[config.mk]
export PLATFORM = sky130hd
export DESIGN_NAME = nsis_top
export DESIGN_NICKNAME = d
export VERILOG_FILES = /design/src/pkg/nsis_pkg.sv /design/src/nsis_flag_bank.sv /design/src/nsis_summary.sv /design/src/nsis_top.sv
export SDC_FILE = /design/constraint.sdc
export NUM_CORES = 1
export LEC_CHECK = 0
export BUFFER_PORTS_ARGS = -buffer_cell sky130_fd_sc_hd__buf_2
export CORE_MARGIN = 4
export CORE_UTILIZATION = 48
export DETAILED_ROUTE_END_ITERATION = 12
export GPL_TIMING_DRIVEN = 0
export PLACE_DENSITY_LB_ADDON = 0.3
export SLEW_MARGIN = 20
export SYNTH_ARGS = -nofsm -noshare
export SYNTH_HDL_FRONTEND = slang
export SYNTH_SLANG_ARGS = --single-unit
[constraint.sdc]
create_clock -name CLK -period 1.4 [get_ports CLK]
set_input_delay 0.07 -clock CLK [delete_from_list [all_inputs] [get_ports CLK]]
set_output_delay 0.07 -clock CLK [all_outputs]
set_load 0.02 [all_outputs]
[src/pkg/nsis_pkg.sv]
// ----------------------------------------------------------------------
// Shared constants for the status and interrupt summary block.
// ----------------------------------------------------------------------
package nsis_pkg;

  // Register bus geometry and offsets.
  localparam int unsigned ADDR_W = 8;
  localparam int unsigned DATA_W = 32;
  localparam logic [7:0] STATUS_OFF = 8'h28;
  localparam logic [7:0] MASK_OFF = 8'h38;

  // Width of the flag vector, bits 27 down to 0.
  localparam int unsigned FLAG_W = 28;
  localparam int unsigned FIELD_W = 3;

  // Flag bit positions.
  localparam int unsigned TX_DONE_BIT = 0;
  localparam int unsigned RX_DONE_BIT = 6;
  localparam int unsigned EARLY_TX_BIT = 10;
  localparam int unsigned FATAL_BIT = 13;
  localparam int unsigned EARLY_RX_BIT = 14;

  // Field positions inside the status word.
  localparam int unsigned ABN_SUM_BIT = 15;
  localparam int unsigned NRM_SUM_BIT = 16;
  localparam int unsigned RX_STATE_LSB = 17;
  localparam int unsigned TX_STATE_LSB = 20;
  localparam int unsigned ERR_TYPE_LSB = 23;

  // Contributors: normal = 0,2,6,11,14; abnormal = 1,3,4,5,7..10,12,13,26,27.
  localparam logic [27:0] NORMAL_SRC = 28'h0004845;
  localparam logic [27:0] ABNORMAL_SRC = 28'hC0037BA;
  localparam logic [27:0] FLAG_IMPL = 28'hC007FFF;

  // Values after reset.
  localparam logic [27:0] FLAG_RST = 28'h0000000;
  localparam logic [27:0] MASK_RST = 28'h0000000;
  localparam logic [2:0] FIELD_RST = 3'h0;
  localparam logic [31:0] RDATA_RST = 32'h00000000;

endpackage : nsis_pkg

[src/nsis_flag_bank.sv]
`timescale 1ns/1ps
// ----------------------------------------------------------------------
// Bank of sticky flags: hardware set beats every clear.
// ----------------------------------------------------------------------
module nsis_flag_bank #(
  parameter int unsigned WIDTH = 28,
  parameter logic [WIDTH-1:0] RST = {WIDTH{1'b0}}
) (
  input wire logic clk, // Block clock.
  input wire logic resetn, // Asynchronous reset, active low.
  input wire logic [WIDTH-1:0] set_v, // Hardware set pulses.
  input wire logic [WIDTH-1:0] clr_v, // Software write-one clears.
  input wire logic [WIDTH-1:0] auto_v, // Hardware automatic clears.
  output logic [WIDTH-1:0] flag_q // Flag values.
);

  // One flop per flag; a set in the clearing cycle is never lost.
  for (genvar i = 0; i < WIDTH; i++)
  begin : g_flag
    wire logic flag_d;
    assign flag_d = set_v[i] | (flag_q[i] & ~clr_v[i] & ~auto_v[i]);
    always_ff @(posedge clk or negedge resetn)
    begin
      if (!resetn)
        flag_q[i] <= RST[i];
      else
        flag_q[i] <= flag_d;
    end
  end

endmodule : nsis_flag_bank

[src/nsis_summary.sv]
`timescale 1ns/1ps
// ----------------------------------------------------------------------
// Normal and abnormal summaries with the early transmit hold.
// ----------------------------------------------------------------------
module nsis_summary (
  input wire logic clk, // Block clock.
  input wire logic resetn, // Asynchronous reset, active low.
  input wire logic [27:0] flag_q, // Current flags.
  input wire logic [27:0] mask_q, // Enables, one means unmasked.
  input wire logic etx_auto, // Early transmit flag auto clear pulse.
  input wire logic etx_sw_clr, // Software wrote one to early transmit.
  output logic normal_q, // Normal summary.
  output logic abnormal_q, // Abnormal summary.
  output logic hold_q // Abnormal kept alive by auto clear.
);

  // ----------------------------------------------------------------------
  // Summary terms.
  // ----------------------------------------------------------------------
  // Only unmasked contributors count.
  wire logic nrm_any;
  wire logic abn_any;
  wire logic hold_set;
  assign nrm_any = |(flag_q & mask_q & nsis_pkg::NORMAL_SRC);
  assign abn_any = |(flag_q & mask_q & nsis_pkg::ABNORMAL_SRC);
  // The hold keeps the line up when the completion that cleared the early
  // flag is itself masked and would otherwise raise nothing.
  assign hold_set = etx_auto & flag_q[nsis_pkg::EARLY_TX_BIT]
    & mask_q[nsis_pkg::EARLY_TX_BIT]
    & ~mask_q[nsis_pkg::TX_DONE_BIT];

  // Summaries are recomputed every cycle from flags, masks and the hold.
  always_ff @(posedge clk or negedge resetn)
  begin
    if (!resetn)
    begin
      normal_q <= 1'b0;
      abnormal_q <= 1'b0;
      hold_q <= 1'b0;
    end
    else
    begin
      normal_q <= nrm_any;
      abnormal_q <= abn_any | hold_q;
      hold_q <= hold_set | (hold_q & ~etx_sw_clr);
    end
  end
endmodule : nsis_summary

[src/nsis_top.sv]
// Strobed register access and the register offsets were decided locally.
`timescale 1ns/1ps
// Overview of operation
// - Read-only bus error type in bits 25:23, valid while fatal flag set.
// - Read-only transmit process state in bits 22:20, no interrupt.
// - Read-only receive process state in bits 19:17, no interrupt.
// - Normal summary bit 16 ORs flags 0, 2, 6, 11 and 14.
// - Only unmasked flags feed the normal summary.
// - Abnormal summary bit 15 ORs flags 1,3-5,7-10,12,13,26,27.
// - Only unmasked flags feed the abnormal summary.
// - Transmit done setting clears the early transmit flag.
// - That auto clear with transmit done masked keeps abnormal summary set.
// - Early receive flag sets when the first packet buffer fills.
// - Receive done setting clears the early receive flag.
// - Host bus error sets fatal flag and records error type.
// - While fatal flag is set no host bus access starts.
// - Writing one clears a flag; writing zero leaves it.
// - Reading the status register changes nothing.
module nsis_top (
  input wire logic CLK, // Block clock, 100 MHz.
  input wire logic RESETN, // Asynchronous reset, active low.
  input wire logic [7:0] ADDR, // Register byte address.
  input wire logic [31:0] WDATA, // Write data.
  input wire logic WR, // Write strobe, one cycle.
  input wire logic RD, // Read strobe, one cycle.
  output logic [31:0] RDATA, // Read data, cycle after RD.
  input wire logic [27:0] EVENT_SET, // Flag set pulses from the engines.
  input wire logic [2:0] BUS_ERR_TYPE, // Error cause beside bit 13 pulse.
  input wire logic [2:0] TX_STATE, // Transmit process state.
  input wire logic [2:0] RX_STATE, // Receive process state.
  output logic BUS_ACCESS_EN, // High while host bus access is allowed.
  output logic IRQ, // Level interrupt, active high.
  output logic NORMAL_SUMMARY, // Normal summary bit.
  output logic ABNORMAL_SUMMARY // Abnormal summary bit.
);

  // ----------------------------------------------------------------------
  // Address decode.
  // ----------------------------------------------------------------------
  wire logic sel_status;
  wire logic sel_mask;
  wire logic wr_status;
  wire logic wr_mask;
  assign sel_status = (ADDR == nsis_pkg::STATUS_OFF);
  assign sel_mask = (ADDR == nsis_pkg::MASK_OFF);
  assign wr_status = WR & sel_status;
  assign wr_mask = WR & sel_mask;

  // ----------------------------------------------------------------------
  // Flag set and clear terms.
  // ----------------------------------------------------------------------
  logic [27:0] flag_q;
  logic [27:0] mask_q;
  logic [2:0] err_type_q;
  logic [2:0] tx_state_q;
  logic [2:0] rx_state_q;
  logic normal_q;
  logic abnormal_q;
  logic hold_q;
  wire logic [27:0] set_v;
  wire logic [27:0] clr_v;
  wire logic [27:0] auto_v;
  wire logic etx_auto;
  wire logic erx_auto;
  wire logic etx_sw_clr;

  // Only implemented positions can ever be set; reads never touch flags.
  assign set_v = EVENT_SET & nsis_pkg::FLAG_IMPL;
  // Write one clears; zeros and read-only field bits are ignored.
  assign clr_v = wr_status ? (WDATA[27:0] & nsis_pkg::FLAG_IMPL)
    : 28'h0000000;
  // Completion events sweep away their early flags.
  assign etx_auto = set_v[nsis_pkg::TX_DONE_BIT];
  assign erx_auto = set_v[nsis_pkg::RX_DONE_BIT];
  assign auto_v = (28'h0000001 << nsis_pkg::EARLY_TX_BIT) & {28{etx_auto}}
    | (28'h0000001 << nsis_pkg::EARLY_RX_BIT) & {28{erx_auto}};
  assign etx_sw_clr = clr_v[nsis_pkg::EARLY_TX_BIT];

  // ----------------------------------------------------------------------
  // Sticky flags.
  // ----------------------------------------------------------------------
  nsis_flag_bank #(
    .WIDTH(nsis_pkg::FLAG_W),
    .RST(nsis_pkg::FLAG_RST)
  ) u_flags (
    .clk(CLK),
    .resetn(RESETN),
    .set_v(set_v),
    .clr_v(clr_v),
    .auto_v(auto_v),
    .flag_q(flag_q)
  );

  // ----------------------------------------------------------------------
  // Summaries.
  // ----------------------------------------------------------------------
  nsis_summary u_summary (
    .clk(CLK),
    .resetn(RESETN),
    .flag_q(flag_q),
    .mask_q(mask_q),
    .etx_auto(etx_auto),
    .etx_sw_clr(etx_sw_clr),
    .normal_q(normal_q),
    .abnormal_q(abnormal_q),
    .hold_q(hold_q)
  );

  // ----------------------------------------------------------------------
  // Mask register and read-only fields.
  // ----------------------------------------------------------------------
  wire logic fatal_next;
  wire logic [27:0] mask_d;
  assign fatal_next = set_v[nsis_pkg::FATAL_BIT]
    | (flag_q[nsis_pkg::FATAL_BIT] & ~clr_v[nsis_pkg::FATAL_BIT]);
  assign mask_d = wr_mask ? (WDATA[27:0] & nsis_pkg::FLAG_IMPL) : mask_q;

  // Mask is plain read/write storage.
  always_ff @(posedge CLK or negedge RESETN)
  begin
    if (!RESETN)
      mask_q <= nsis_pkg::MASK_RST;
    else
      mask_q <= mask_d;
  end

  // The error cause is latched with the fatal event; it means nothing
  // once software has cleared the fatal flag.
  always_ff @(posedge CLK or negedge RESETN)
  begin
    if (!RESETN)
      err_type_q <= nsis_pkg::FIELD_RST;
    else if (set_v[nsis_pkg::FATAL_BIT])
      err_type_q <= BUS_ERR_TYPE;
  end

  // Process states are mirrored each cycle; they feed no summary.
  always_ff @(posedge CLK or negedge RESETN)
  begin
    if (!RESETN)
    begin
      tx_state_q <= nsis_pkg::FIELD_RST;
      rx_state_q <= nsis_pkg::FIELD_RST;
    end
    else
    begin
      tx_state_q <= TX_STATE;
      rx_state_q <= RX_STATE;
    end
  end

  // ----------------------------------------------------------------------
  // Outputs.
  // ----------------------------------------------------------------------
  wire logic [31:0] status_word;
  wire logic [31:0] rdata_d;
  assign status_word = {4'h0, flag_q[27:26], err_type_q, tx_state_q,
    rx_state_q, normal_q, abnormal_q, flag_q[14:0]};
  // Unmapped reads return zero; data stand only in the cycle after RD.
  assign rdata_d = !RD ? 32'h00000000
    : sel_status ? status_word
    : sel_mask ? {4'h0, mask_q}
    : 32'h00000000;

  // Bus access drops in the same edge the fatal flag rises, so no new
  // access can slip out after the error.
  always_ff @(posedge CLK or negedge RESETN)
  begin
    if (!RESETN)
    begin
      RDATA <= nsis_pkg::RDATA_RST;
      BUS_ACCESS_EN <= 1'b1;
      IRQ <= 1'b0;
    end
    else
    begin
      RDATA <= rdata_d;
      BUS_ACCESS_EN <= ~fatal_next;
      IRQ <= normal_q | abnormal_q;
    end
  end

  assign NORMAL_SUMMARY = normal_q;
  assign ABNORMAL_SUMMARY = abnormal_q;
endmodule : nsis_top

## Yosys cells after proc, flatten, opt, wreduce, memory -nomap -nowiden

Cells that the tools add are included.

- Word-level logic and storage cells: 189
- Output and inout port bits: 36
- Input port bits: 81
- Register bits: 91

- Equality and inequality tests: 2
- Mux-type cells: 4
- Reduce and logical (&&, ||, !) cells: 2
- Bitwise gates (word level): 143

Operator list:

| operator | number |
|---|---|
| 2-to-1 mux 28 bit | 3 |
| bitwise AND 1 bit | 62 |
| inverter 1 bit | 45 |
| 2-to-1 mux 32 bit | 1 |
| bitwise AND 28 bit | 1 |
| OR 1 bit | 21 |
| equality test 8 x 6 -> 1 bit (second input constant) | 2 |
| OR 11 x 15 -> 15 bit | 1 |
| inverter 1 bit (first input constant) | 13 |
| OR reduction 12 bit | 1 |
| OR reduction 5 bit | 1 |

## Logic depth before layout (Yosys ltp)

Gate-level depths: netlist of run 1.

- Depth in word-level cells: 7
- Gate-level depth with buffers: 5
- Depth with buffers taken out: 3

## By module

Synthesis of run 1 repeated with hierarchy kept, for this count alone.

- Cell total of the unflattened synthesis: 264
- Area total of the unflattened synthesis: 3442.1 sq um

Modules (own cells, without submodules):

| module | times used | area each (sq um) | cells an instance | seq. area each (sq um) |
|---|---|---|---|---|
| nsis_top | 1 | 2254.7 | 163 | 1402.6 |
| nsis_flag_bank | 1 | 1016.0 | 84 | 700.7 |
| nsis_summary | 1 | 171.4 | 17 | 75.1 |

## Least setup slack after synthesis of run 1

OpenSTA, ideal clock, no wires.

- Path type: input to register
- Start point: input port ADDR[2]
- End point: register mask_q[0]
- Path buffers: 1
- Stages on the path: 4
- Arrival time: 1297 ps
- Setup slack: -22 ps
- Required time: 1275 ps
- Library setup time: 125 ps
- Path through: nor4b_4 nand3_4 buf_6 mux2_4

- Cells in the longest elaborated chain, start to end: 2

Ends and longest elaborated chain:

| what | line | source |
|---|---|---|
| start: declaration | nsis_top.sv:22 | `input wire logic [7:0] ADDR,` |
| equality test 8 x 6 -> 1 bit | nsis_top.sv:45 | `assign sel_mask = (ADDR == nsis_pkg::MASK_OFF);` |
| bitwise AND 1 bit | nsis_top.sv:47 | `assign wr_mask = WR & sel_mask;` |
| end signal: assignment | nsis_top.sv:122 | `mask_q <= nsis_pkg::MASK_RST;` |
| end signal: assignment | nsis_top.sv:124 | `mask_q <= mask_d;` |
| end: declaration | nsis_top.sv:53 | `logic [27:0] mask_q;` |

No other way between the ends.
A chain may end at the register's enable or synchronous reset.

## Worst setup path after layout of run 1

- Start point: register u_flags.flag_q[8]
- End point: register u_summary.abnormal_q

- Cells in the longest elaborated chain, start to end: 3

Ends and longest elaborated chain:

| what | line | source |
|---|---|---|
| start: declaration | nsis_flag_bank.sv:14 | `output logic [WIDTH-1:0] flag_q` |
| start signal: indexed assignment | nsis_flag_bank.sv:25 | `flag_q[i] <= RST[i];` |
| start signal: indexed assignment | nsis_flag_bank.sv:27 | `flag_q[i] <= flag_d;` |
| bitwise AND 28 bit | nsis_summary.sv:25 | `assign abn_any = \|(flag_q & mask_q & nsis_pkg::ABNORMAL_SRC);` |
| OR reduction 12 bit | nsis_summary.sv:25 |  |
| OR 1 bit | nsis_summary.sv:44 | `abnormal_q <= abn_any \| hold_q;` |
| end signal: assignment | nsis_summary.sv:44 |  |
| end: declaration | nsis_summary.sv:13 | `output logic abnormal_q,` |

No other way between the ends.

==> reports/results.tsv, run 1 <==
metric	value	unit
status	finished clean	
crit_path_max_incr_delay	410	ps
reg2reg_slack	120	ps
gp_congestion	0.788	
finalNonFillerCells	441	
n_antenna_cell	0	
synthesis.instances	213	
synth-seq-cells	76	
switching_share	24.3	%
worstHoldStart	ADDR[5]	
grt_max_degree	43	
ys_seq_area_share	62.7	%
start_kind	flip-flop	
dp_hpwl	4.73	mm
cp_num_buf_inv	0	
slew_headroom	46.1	%
design.core.area	0.00603	sq mm
r2r_end	u_summary.abnormal_q	
ios	117	
synth_top_cells_by_area	dfrtp_1 (62%), mux2i_1 (5.6%), mux2_4 (4.9%)	
cts-root-buf	clkbuf_8	
h-tree-depth	3	
via_per_inst	5.17	
leakagePower	2.09	nW
critPathMaxFanout	3	
cts_tree	built	
r2r_cells	3	
clock_skew	4.26	ps
ant_nets	0	
grt_pass1_wl	11.8	mm
crit_path_cell_trace	a222oi_1 > and3_1 > nand4_1	
hold_path_depth	3	
antenna_found_initial	0	
slew_violations	0	
rows	28	
max-cap-violations	0	
fp.dieH	87.5	um
synthDistinctLibCells	29	
drtIter0Drc	84	
combPwrFrac	12.4	%
cp.required	1600	ps
r2r_start	u_flags.flag_q[8]	
clockBufferDepth	2	
layout_min_cycle_time	1280	ps
p_per_area	1030	mW/mm^2
drive_gt1_share	38.5	%
cts_buffers	9	
netlist_area	0.00303	sq mm
p_clk_share	34.3	%
fmax	779	MHz
critPathKind	reg -> reg	
routed_wl	7.43	mm
final_nets	442	
power.switching	1.06	mW
drt-pass1-iter-count	4	
dr_total_vias	2281	
fin_util	70.4	%
endpoint_kind	flip-flop	
clock-sinks	76	
fp.dieW	87.5	um
peakVddDrop	0.596	mV
avgSynthCellArea	14.2	sq um
seq_power_share	53.3	%
grt_use_met1	25.0	%
yosys_warnings	0	
min_to	RDATA[22]	
fin_crit_sh	91.7	%
rsz0062_at_grt	no	
drc_errors	0	
cpLargestDelayFamily	compound AO/OA/AOI/OAI gates	
die_area	0.00766	sq mm
holdWs	74.2	ps
grt_pass1_vias	2446	
final.setup.tns	0	ps
cp_data_arrival_time	1490	ps
fillers	447	
p_int	3.30	mW
finalSetupViolations	0	
synthToLayoutAreaGrowth	39.8	%
overflow	0	
wl_per_cell	16.9	um
path_clk_slew	80	ps
crit_slowest_cell	a222oi_1	
globalRouteTotalUtil	20.5	%
synth_top_area_share	61.9	%
grt_use_met3	4.73	%
grt-busiest-layer	met2	
start_util	50.4	%
grtUsageMet2	35.8	%
insertion_delay	330	ps
numPortBuffers	85	
yosys.area.top_type	dfrtp_1	
hold_class	in -> reg	
hold_viol_final	0	
tightest_slew	809	ps
dp.cells	377	
[how the worst max path moves through the flow]
stage	end	from	cells after the start	slack, ps
floorplan	mask_q[0]	ADDR[0]	4	-3
global placement	u_flags.flag_q[0]	ADDR[0]	5	-460
detailed placement	u_flags.flag_q[3]	ADDR[0]	5	-500
CTS	u_flags.flag_q[3]	ADDR[5]	6	90
global route	mask_q[3]	ADDR[5]	6	20
finish	u_summary.abnormal_q	u_flags.flag_q[8]	3	120
[sequential cells by signal (all words and copies together), names as in the netlist]
name and count:
RDATA 28, mask_q 17, u_flags.flag_q 17, err_type_q 3, rx_state_q 3, tx_state_q 3
BUS_ACCESS_EN 1, IRQ 1, u_summary.abnormal_q 1, u_summary.hold_q 1, u_summary.normal_q 1
[worst reg2reg max path: stages (launching register included)]
cell and delay, ps:
dfrtp_1 400, a222oi_1 410, and3_1 240, nand4_1 100
[cells in the mapped netlist]
cell	number
nor4bb_1	1
a32o_1	1
or2_2	1
mux2_2	10
a21o_1	15
buf_6	1
nand4_1	1
nor2_1	19
a21oi_1	2
a22oi_1	5
a31o_2	2
nor3b_1	11
mux2i_1	17
inv_1	2
buf_2	2
nand4b_1	17
nand2_1	1
nand3_4	1
mux2_4	10
dfrtp_1	75
clkbuf_1	6
and3_1	1
buf_4	4
conb_1	1
buf_1	2
nor4b_4	1
nand4_4	1
a222oi_1	2
dfstp_2	1
[cell usage in the layout (no fill, tap or decap), types with 2 or more instances in the layout]
master	n
a222oi_1	2
conb_1	4
clkinv_2	2
a21oi_1	2
mux2_4	10
clkinvlp_4	2
nand4b_1	17
dfrtp_1	75
mux2_2	10
a22oi_1	5
nor2_1	19
dlygate4sd3_1	44
mux2i_1	17
inv_1	2
clkbuf_1	6
buf_4	9
nor3b_1	11
a21o_1	15
buf_2	87
clkbuf_8	11
a31o_2	2
[power groups by stage]
stage                     clock network [mW]  logic [mW]  registers [mW]
after global placement                     0       0.428            2.37
after floorplan                            0       0.191            2.40
after CTS                               1.54       0.542            2.33
after detailed placement                   0       0.442            2.37
after global routing                    1.66       0.589            2.34
final                                   1.50       0.542            2.33
[what timing repair did]
| action | 4_1_cts | 5_1_grt |
|---|---|---|
| setup buffers | 4 | 0 |
| setup endpoints to repair | 36 | 10 |
| pin swaps | 1 | 0 |
| hold buffers | 44 | 0 |
| hold endpoints to repair | 84 | 0 |
| gates resized for setup | 1 | 2 |
[metal layers]
layer | routed length [um] | share of wire, % | vias up
met1 | 3080 | 41 | 1123
met5 | 0 | 0 | -
met2 | 3740 | 50 | 85
met3 | 490 | 6.6 | 14
li1 | - | - | 1059
met4 | 116 | 1.6 | 0
[cell families (layout without fill, tap and decap cells)]
logic type / count (synthesis) / count (layout) / share of synthesized area (%)
buffers and inverters: 17 / 167 / 2.93
AO/OA/AOI/OAI: 27 / 27 / 6.85
multiplexers: 37 / 37 / 14.3
other: 1 / 4 / 0.124
AND/OR/NAND/NOR: 55 / 55 / 13.1
flip-flops: 76 / 76 / 62.7
[layout make-up]
cell class	count	area, sq um	area share, %
timing repair buffer	134	918	21.7
multi-input combinational	123	1050	24.8
sequential	76	1900	44.9
inverter	2	7.51	0.177
tap	75	93.8	2.21
clock inverter	4	25.0	0.590
clock buffer	12	155	3.66
buffer	15	83.8	1.98
[through the flow]
step,total power [mW],instance area (sq um),setup slack [ps]
6_report,4.36,4240,116
5_1_grt,4.58,4240,20.0
4_1_cts,4.41,4240,86.1
3_5_place_dp,2.81,3590,-497
3_3_place_gp,2.79,3560,-458
2_1_floorplan,2.59,3050,-3.49
Note: power is estimated with default switching activity, not from simulation.
==> run 2: changes to the inputs <==
--- a/config.mk
+++ b/config.mk
@@ -5,9 +5,12 @@
 export SDC_FILE = /design/constraint.sdc
 export NUM_CORES = 1
 export LEC_CHECK = 0
+export ABC_AREA = 1
 export BUFFER_PORTS_ARGS = -buffer_cell sky130_fd_sc_hd__buf_2
-export CORE_MARGIN = 4
-export CORE_UTILIZATION = 48
+export CELL_PAD_IN_SITES_DETAIL_PLACEMENT = 1
+export CELL_PAD_IN_SITES_GLOBAL_PLACEMENT = 1
+export CORE_MARGIN = 3
+export CORE_UTILIZATION = 35
 export DETAILED_ROUTE_END_ITERATION = 12
 export GPL_TIMING_DRIVEN = 0
 export PLACE_DENSITY_LB_ADDON = 0.3
==> run 2 against run 1 <==
Sequential power hardly changed. Power increased by 20%. First-iteration DRC count is 11% lower. Die area up 30%. Worst setup slack gained 130 ps. Sequential share of layout area fell by 1.5 points. Critical path depth up 5. Register-to-register slack improved by 280 ps. Critical endpoint is now u_flags.flag_q[14]. Largest power group is now clock.
==> reports/results.tsv, run 2 <==
metric	value	unit
ios	117	
tightest_slew	772	ps
status	finished clean	
critPathMostFrequentCell	nand2_1	
endpoint_kind	flip-flop	
die_area	0.00998	sq mm
clock_skew	9.86	ps
synth_edf_count	0	
numPortBuffers	84	
fp.dieW	99.9	um
final_nets	566	
grt_pass1_wl	14.9	mm
r2r_cells	4	
crit_path_max_incr_delay	490	ps
path_clk_slew	80	ps
setup_ws	244	ps
drt-pass1-iter-count	4	
cp_data_arrival_time	1390	ps
dp_hpwl	6.03	mm
insertion_delay	350	ps
drtIter0Drc	75	
ys_seq_area_share	61.7	%
final_common_cell	nand2_1	
yosys-top-cells-count	nand2_1 (126), dfrtp_1 (75), inv_1 (37)	
netlist_area	0.00309	sq mm
worstHoldStart	WDATA[10]	
rsz0062_at_grt	no	
top_register	RDATA	
post-cts-setup-buffer-count	0	
hold_path_depth	3	
globalRouteTotalUtil	19.2	%
finalSetupViolations	0	
fmax	865	MHz
cts-root-buf	clkbuf_8	
fillers	992	
ys_async_sr_fraction	100	%
gp_congestion	0.822	
final_cell_mix	nand2_1 (126), buf_2 (84), dfrtp_1 (75)	
via_per_inst	4.74	
hold_class	in -> reg	
avgSynthCellArea	8.97	sq um
post_synth_xor_area_fraction	0	%
layout_min_cycle_time	1160	ps
fp.dieH	99.9	um
antenna_found_initial	0	
synth_top_family_by_area	simple AND/OR/NAND/NOR gates	
finalNonFillerCells	595	
routed_wl	8.93	mm
dp.cells	537	
cts_buffers	9	
p_per_area	1200	mW/mm^2
synth.area.mux_share	0	%
largest_reg_flops	28	
clock-sinks	76	
design.core.area	0.00838	sq mm
holdWs	18.6	ps
grt_max_degree	45	
reg_top3	RDATA x28, mask_q x17, u_flags.flag_q x17	
crit_start	ADDR[4]	
fin_crit_sh	82.6	%
cp_num_buf_inv	3	
crit_slowest_cell	clkbuf_1	
synth_compound_area_share	1.42	%
max-cap-violations	0	
cts_tree	built	
ant_nets	0	
synthToLayoutAreaGrowth	42.2	%
grt_pass1_vias	3059	
rows	33	
synth_ff_type	dfrtp_1	
n_antenna_cell	0	
synth_most_common_cell	nand2_1	
cp.required	1640	ps
overflow	0	
synthDistinctLibCells	21	
synth-adder-area-share	0	%
start_util	36.8	%
r2r_start	u_flags.flag_q[2]	
critPathKind	in -> reg	
cpLargestDelayFamily	simple AND/OR/NAND/NOR gates	
slew_violations	0	
dr_total_vias	2819	
synth_top_cells_by_area	dfrtp_1 (61%), nand2_1 (15%), nand3_1 (5.8%)	
slew_headroom	48.3	%
cp.depth	8	
peakVddDrop	0.682	mV
wl_per_cell	15.0	um
critPathMaxFanout	10	
clockBufferDepth	2	
drc_errors	0	
h-tree-depth	3	
start_kind	input pin	
yosys_warnings	0	
synthesis.instances	344	
reg2reg_slack	400	ps
preCtsSetupSlack	-111	ps
synth-simple-area-share	28.6	%
hold_viol_final	0	
synth_top_area_share	60.8	%
drive_gt1_share	23.9	%
crit_path_cell_trace	buf_2 > inv_1 > nand2_1 > nor2_4 > clkbuf_1 > nand4_1 > nand2_1 > nand2_1	
yosys.area.top_type	dfrtp_1	
power	5.26	mW
leakagePower	2.47	nW
synth-seq-cells	76	
-- run 2: cell types whose count changed in the layout (fill, tap and decap cells not counted), moves of 5 or more --
cell and change:
o21ai_0 +5, nand2_1 +125, a21o_1 -15, nand3_1 +36
mux2_4 -10, nand4_1 +18, nand4b_1 -17, mux2i_1 -17
bufinv_16 +5, nor3b_1 -11, inv_1 +35, a22oi_1 -5
mux2_2 -10
-- run 2: path summary, 6_finish.rpt --
check	end
setup / recovery	u_flags.flag_q[14]
setup reg to reg	u_summary.normal_q
hold / removal	mask_q[10]
hold reg to reg	RDATA[21]
min in group asynchronous	u_flags.flag_q[14]
max in group asynchronous	BUS_ACCESS_EN
-- run 2: stage by stage --
stage                     setup TNS [ps]  utilization, %  cell area, sq um
final                                  0            52.4              4390
after global placement            -22660            43.5              3650
after detailed placement           -1580            43.8              3670
after floorplan                        0               -              3100
after CTS                              0            52.4              4390
after global routing                   0            52.4              4390
-- run 2: cell families after synthesis --
logic type / after synthesis
buffers and inverters: 56
DFF: 76
and+or+nand+nor: 203
AOI/OAI and AO/OA: 8
other: 1
-- run 2: worst register-to-register path: stages, from the launching register on --
cell and delay, ps:
dfrtp_1 410, nand2_1 110, nand2_1 70, a221oi_1 210, nand2_1 70
-- run 2: area by class of cell --
class                           instances  area, sq um  share of cell area, %
Buffer                                 18          110                   2.51
Clock buffer                           10          138                   3.14
Clock inverter                          6          159                   3.62
Inverter                               38          143                   3.25
Multi-Input combinational cell        215          942                   21.5
Sequential cell                        76         1900                   43.4
Tap cell                              105          131                   2.99
Timing Repair Buffer                  127          863                   19.7
-- run 2: metal layers --
layer  vias up  part of all wire (%)  global-route usage, %
met5         -                     0                      0
li1       1352                     -                      -
met4         0                   1.8                   6.93
met3        13                   5.5                   4.86
met1      1367                    43                   23.2
met2        87                    50                   33.2
-- run 2: power by group --
| group | switching [mW] | internal, mW |
|---|---|---|
| clock network | 0.827 | 1.60 |
| logic | 0.287 | 0.222 |
| registers | 0.0480 | 2.28 |
-- run 2: what timing repair did --
| item | in CTS | in global routing |
|---|---|---|
| hold buffers | 42 | 0 |
| endpoints found under the hold margin | 74 | 0 |
| gates resized for setup | 0 | 0 |
==> run 3: changes to the inputs <==
==> constraint.sdc (replaced) <==
create_clock -name CLK -period 1.2 [get_ports CLK]
set_input_delay 0.06 -clock CLK [delete_from_list [all_inputs] [get_ports CLK]]
set_output_delay 0.06 -clock CLK [all_outputs]
set_load 0.02 [all_outputs]
==> run 3 against run 2 <==
Design area rose by 0.34%. Power rose by 17%. Cell count did not move. Largest cell class unchanged. Clock-buffer cell count did not move. Sequential power rose by 16%. Worst hold slack improved by 16 ps. Clock power rose by 17%. Register-to-register slack got worse by 200 ps. Global-route usage rose by 0.21 points. Highest routed layer unchanged. Sequential share of layout area fell by 0.15 points.
==> reports/results.tsv, run 3 (synthesized netlist as in run 2, its figures left out) <==
metric	value	unit
status	finished clean	
rows	33	
fin_util	52.5	%
cts-root-buf	clkbuf_8	
cts_tree	built	
synthToLayoutAreaGrowth	42.7	%
reg2reg_slack	200	ps
clock-sinks	76	
max-cap-violations	0	
critPathMaxFanout	10	
grt_max_degree	45	
met1Wirelength	3.89	mm
start_kind	input pin	
drt-pass1-iter-count	4	
dp_hpwl	6.03	mm
start_util	36.8	%
antenna_found_initial	0	
reg_top3	RDATA x28, mask_q x17, u_flags.flag_q x17	
endpoint_kind	flip-flop	
min_to	mask_q[14]	
path_clk_slew	80	ps
finalSetupViolations	0	
holdWs	34.6	ps
insertion_delay	340	ps
final.setup.tns	0	ps
layout_min_cycle_time	1070	ps
setup_ws	125	ps
met3WireLength	455	um
cts_buffers	9	
slew_violations	0	
grt_pass1_wl	15.1	mm
drive_gt1_share	24.3	%
crit_start	ADDR[2]	
wl_per_cell	15.1	um
top_register	RDATA	
fp.dieW	99.9	um
drc_errors	0	
cp_data_arrival_time	1300	ps
design.core.area	0.00838	sq mm
post-cts-setup-buffer-count	0	
slew_headroom	47.8	%
rsz0062_at_grt	no	
cp.required	1430	ps
fin_crit_sh	89.6	%
preCtsSetupSlack	-301	ps
fmax	930	MHz
via_per_inst	4.72	
hold_viol_final	0	
worstHoldStart	WDATA[14]	
placed_area	0.00367	sq mm
clockBufferDepth	2	
ant_nets	0	
numPortBuffers	84	
die_area	0.00998	sq mm
peakVddDrop	0.796	mV
final_cell_mix	nand2_1 (126), buf_2 (83), dfrtp_1 (75)	
r2r_start	u_flags.flag_q[2]	
hold_path_depth	3	
final_area	0.00440	sq mm
largest_reg_flops	28	
overflow	0	
grt_pass1_vias	3084	
routed_wl	9.01	mm
wl_met2	4.52	mm
clock_skew	9.35	ps
final_nets	566	
drtIter0Drc	80	
p_per_area	1390	mW/mm^2
globalRouteTotalUtil	19.4	%
r2r_cells	4	
leakagePower	2.49	nW
critPathKind	in -> reg	
fp.dieH	99.9	um
hold_class	in -> reg	
gp_congestion	0.822	
dr_total_vias	2809	
h-tree-depth	3	
final_common_cell	nand2_1	
n_antenna_cell	0	
r2r_end	u_summary.normal_q	
highest_layer	met4	
ios	117	
tightest_slew	780	ps
-- run 3: cell types whose count changed in the layout (fill, tap and decap cells not counted), sizes merged --
cell	delta
buf	-1
dlymetal6s4s	+1
-- run 3: area by class of cell --
type	count	area (sq um)
inverters	38	143
clock inverters	6	159
repair buffers	127	871
flip-flops and latches	76	1900
plain buffers	18	113
well taps	105	131
fillers	986	3980
multi-input cells	215	947
clock buffers	10	138
-- run 3: worst max-delay path, cell delays in order --
cell     delay (ps)
buf_2           100
inv_1            40
nand2_1          70
nor2_4          270
and2_1          170
buf_4           170
nand2_4         110
buf_6           180
nand2_1          70
nand2_1          60
-- run 3: how the worst max path moves through the flow --
| stage | endpoint | cells after the start |
|---|---|---|
| after floorplan | mask_q[0] | 9 |
| after global placement | RDATA[4] | 1 |
| after detailed placement | u_flags.flag_q[27] | 8 |
| after CTS | err_type_q[1] | 3 |
| after global routing | mask_q[14] | 10 |
| final | mask_q[14] | 10 |
-- run 3: metal layers --
layer | vias up | track usage (%)
met5 | - | 0
met2 | 82 | 34.0
met3 | 11 | 4.79
met4 | 0 | 6.93
li1 | 1349 | -
met1 | 1367 | 23.2
-- run 3: stage by stage --
stage	cells	power [mW]
CTS	597	6.21
floorplan	347	2.98
detailed placement	537	3.26
finish	595	6.13
global placement	536	3.23
global route	595	6.38
-- run 3: repair_timing --
item	4_1_cts	5_1_grt
hold endpoints to repair	76	0
gates resized for setup	0	6
hold buffers	44	0
endpoints found under the setup margin	0	15
-- run 3: power by group --
group / switching (mW) / internal (mW)
clock network: 0.959 / 1.86
registers: 0.0564 / 2.66
logic: 0.335 / 0.261
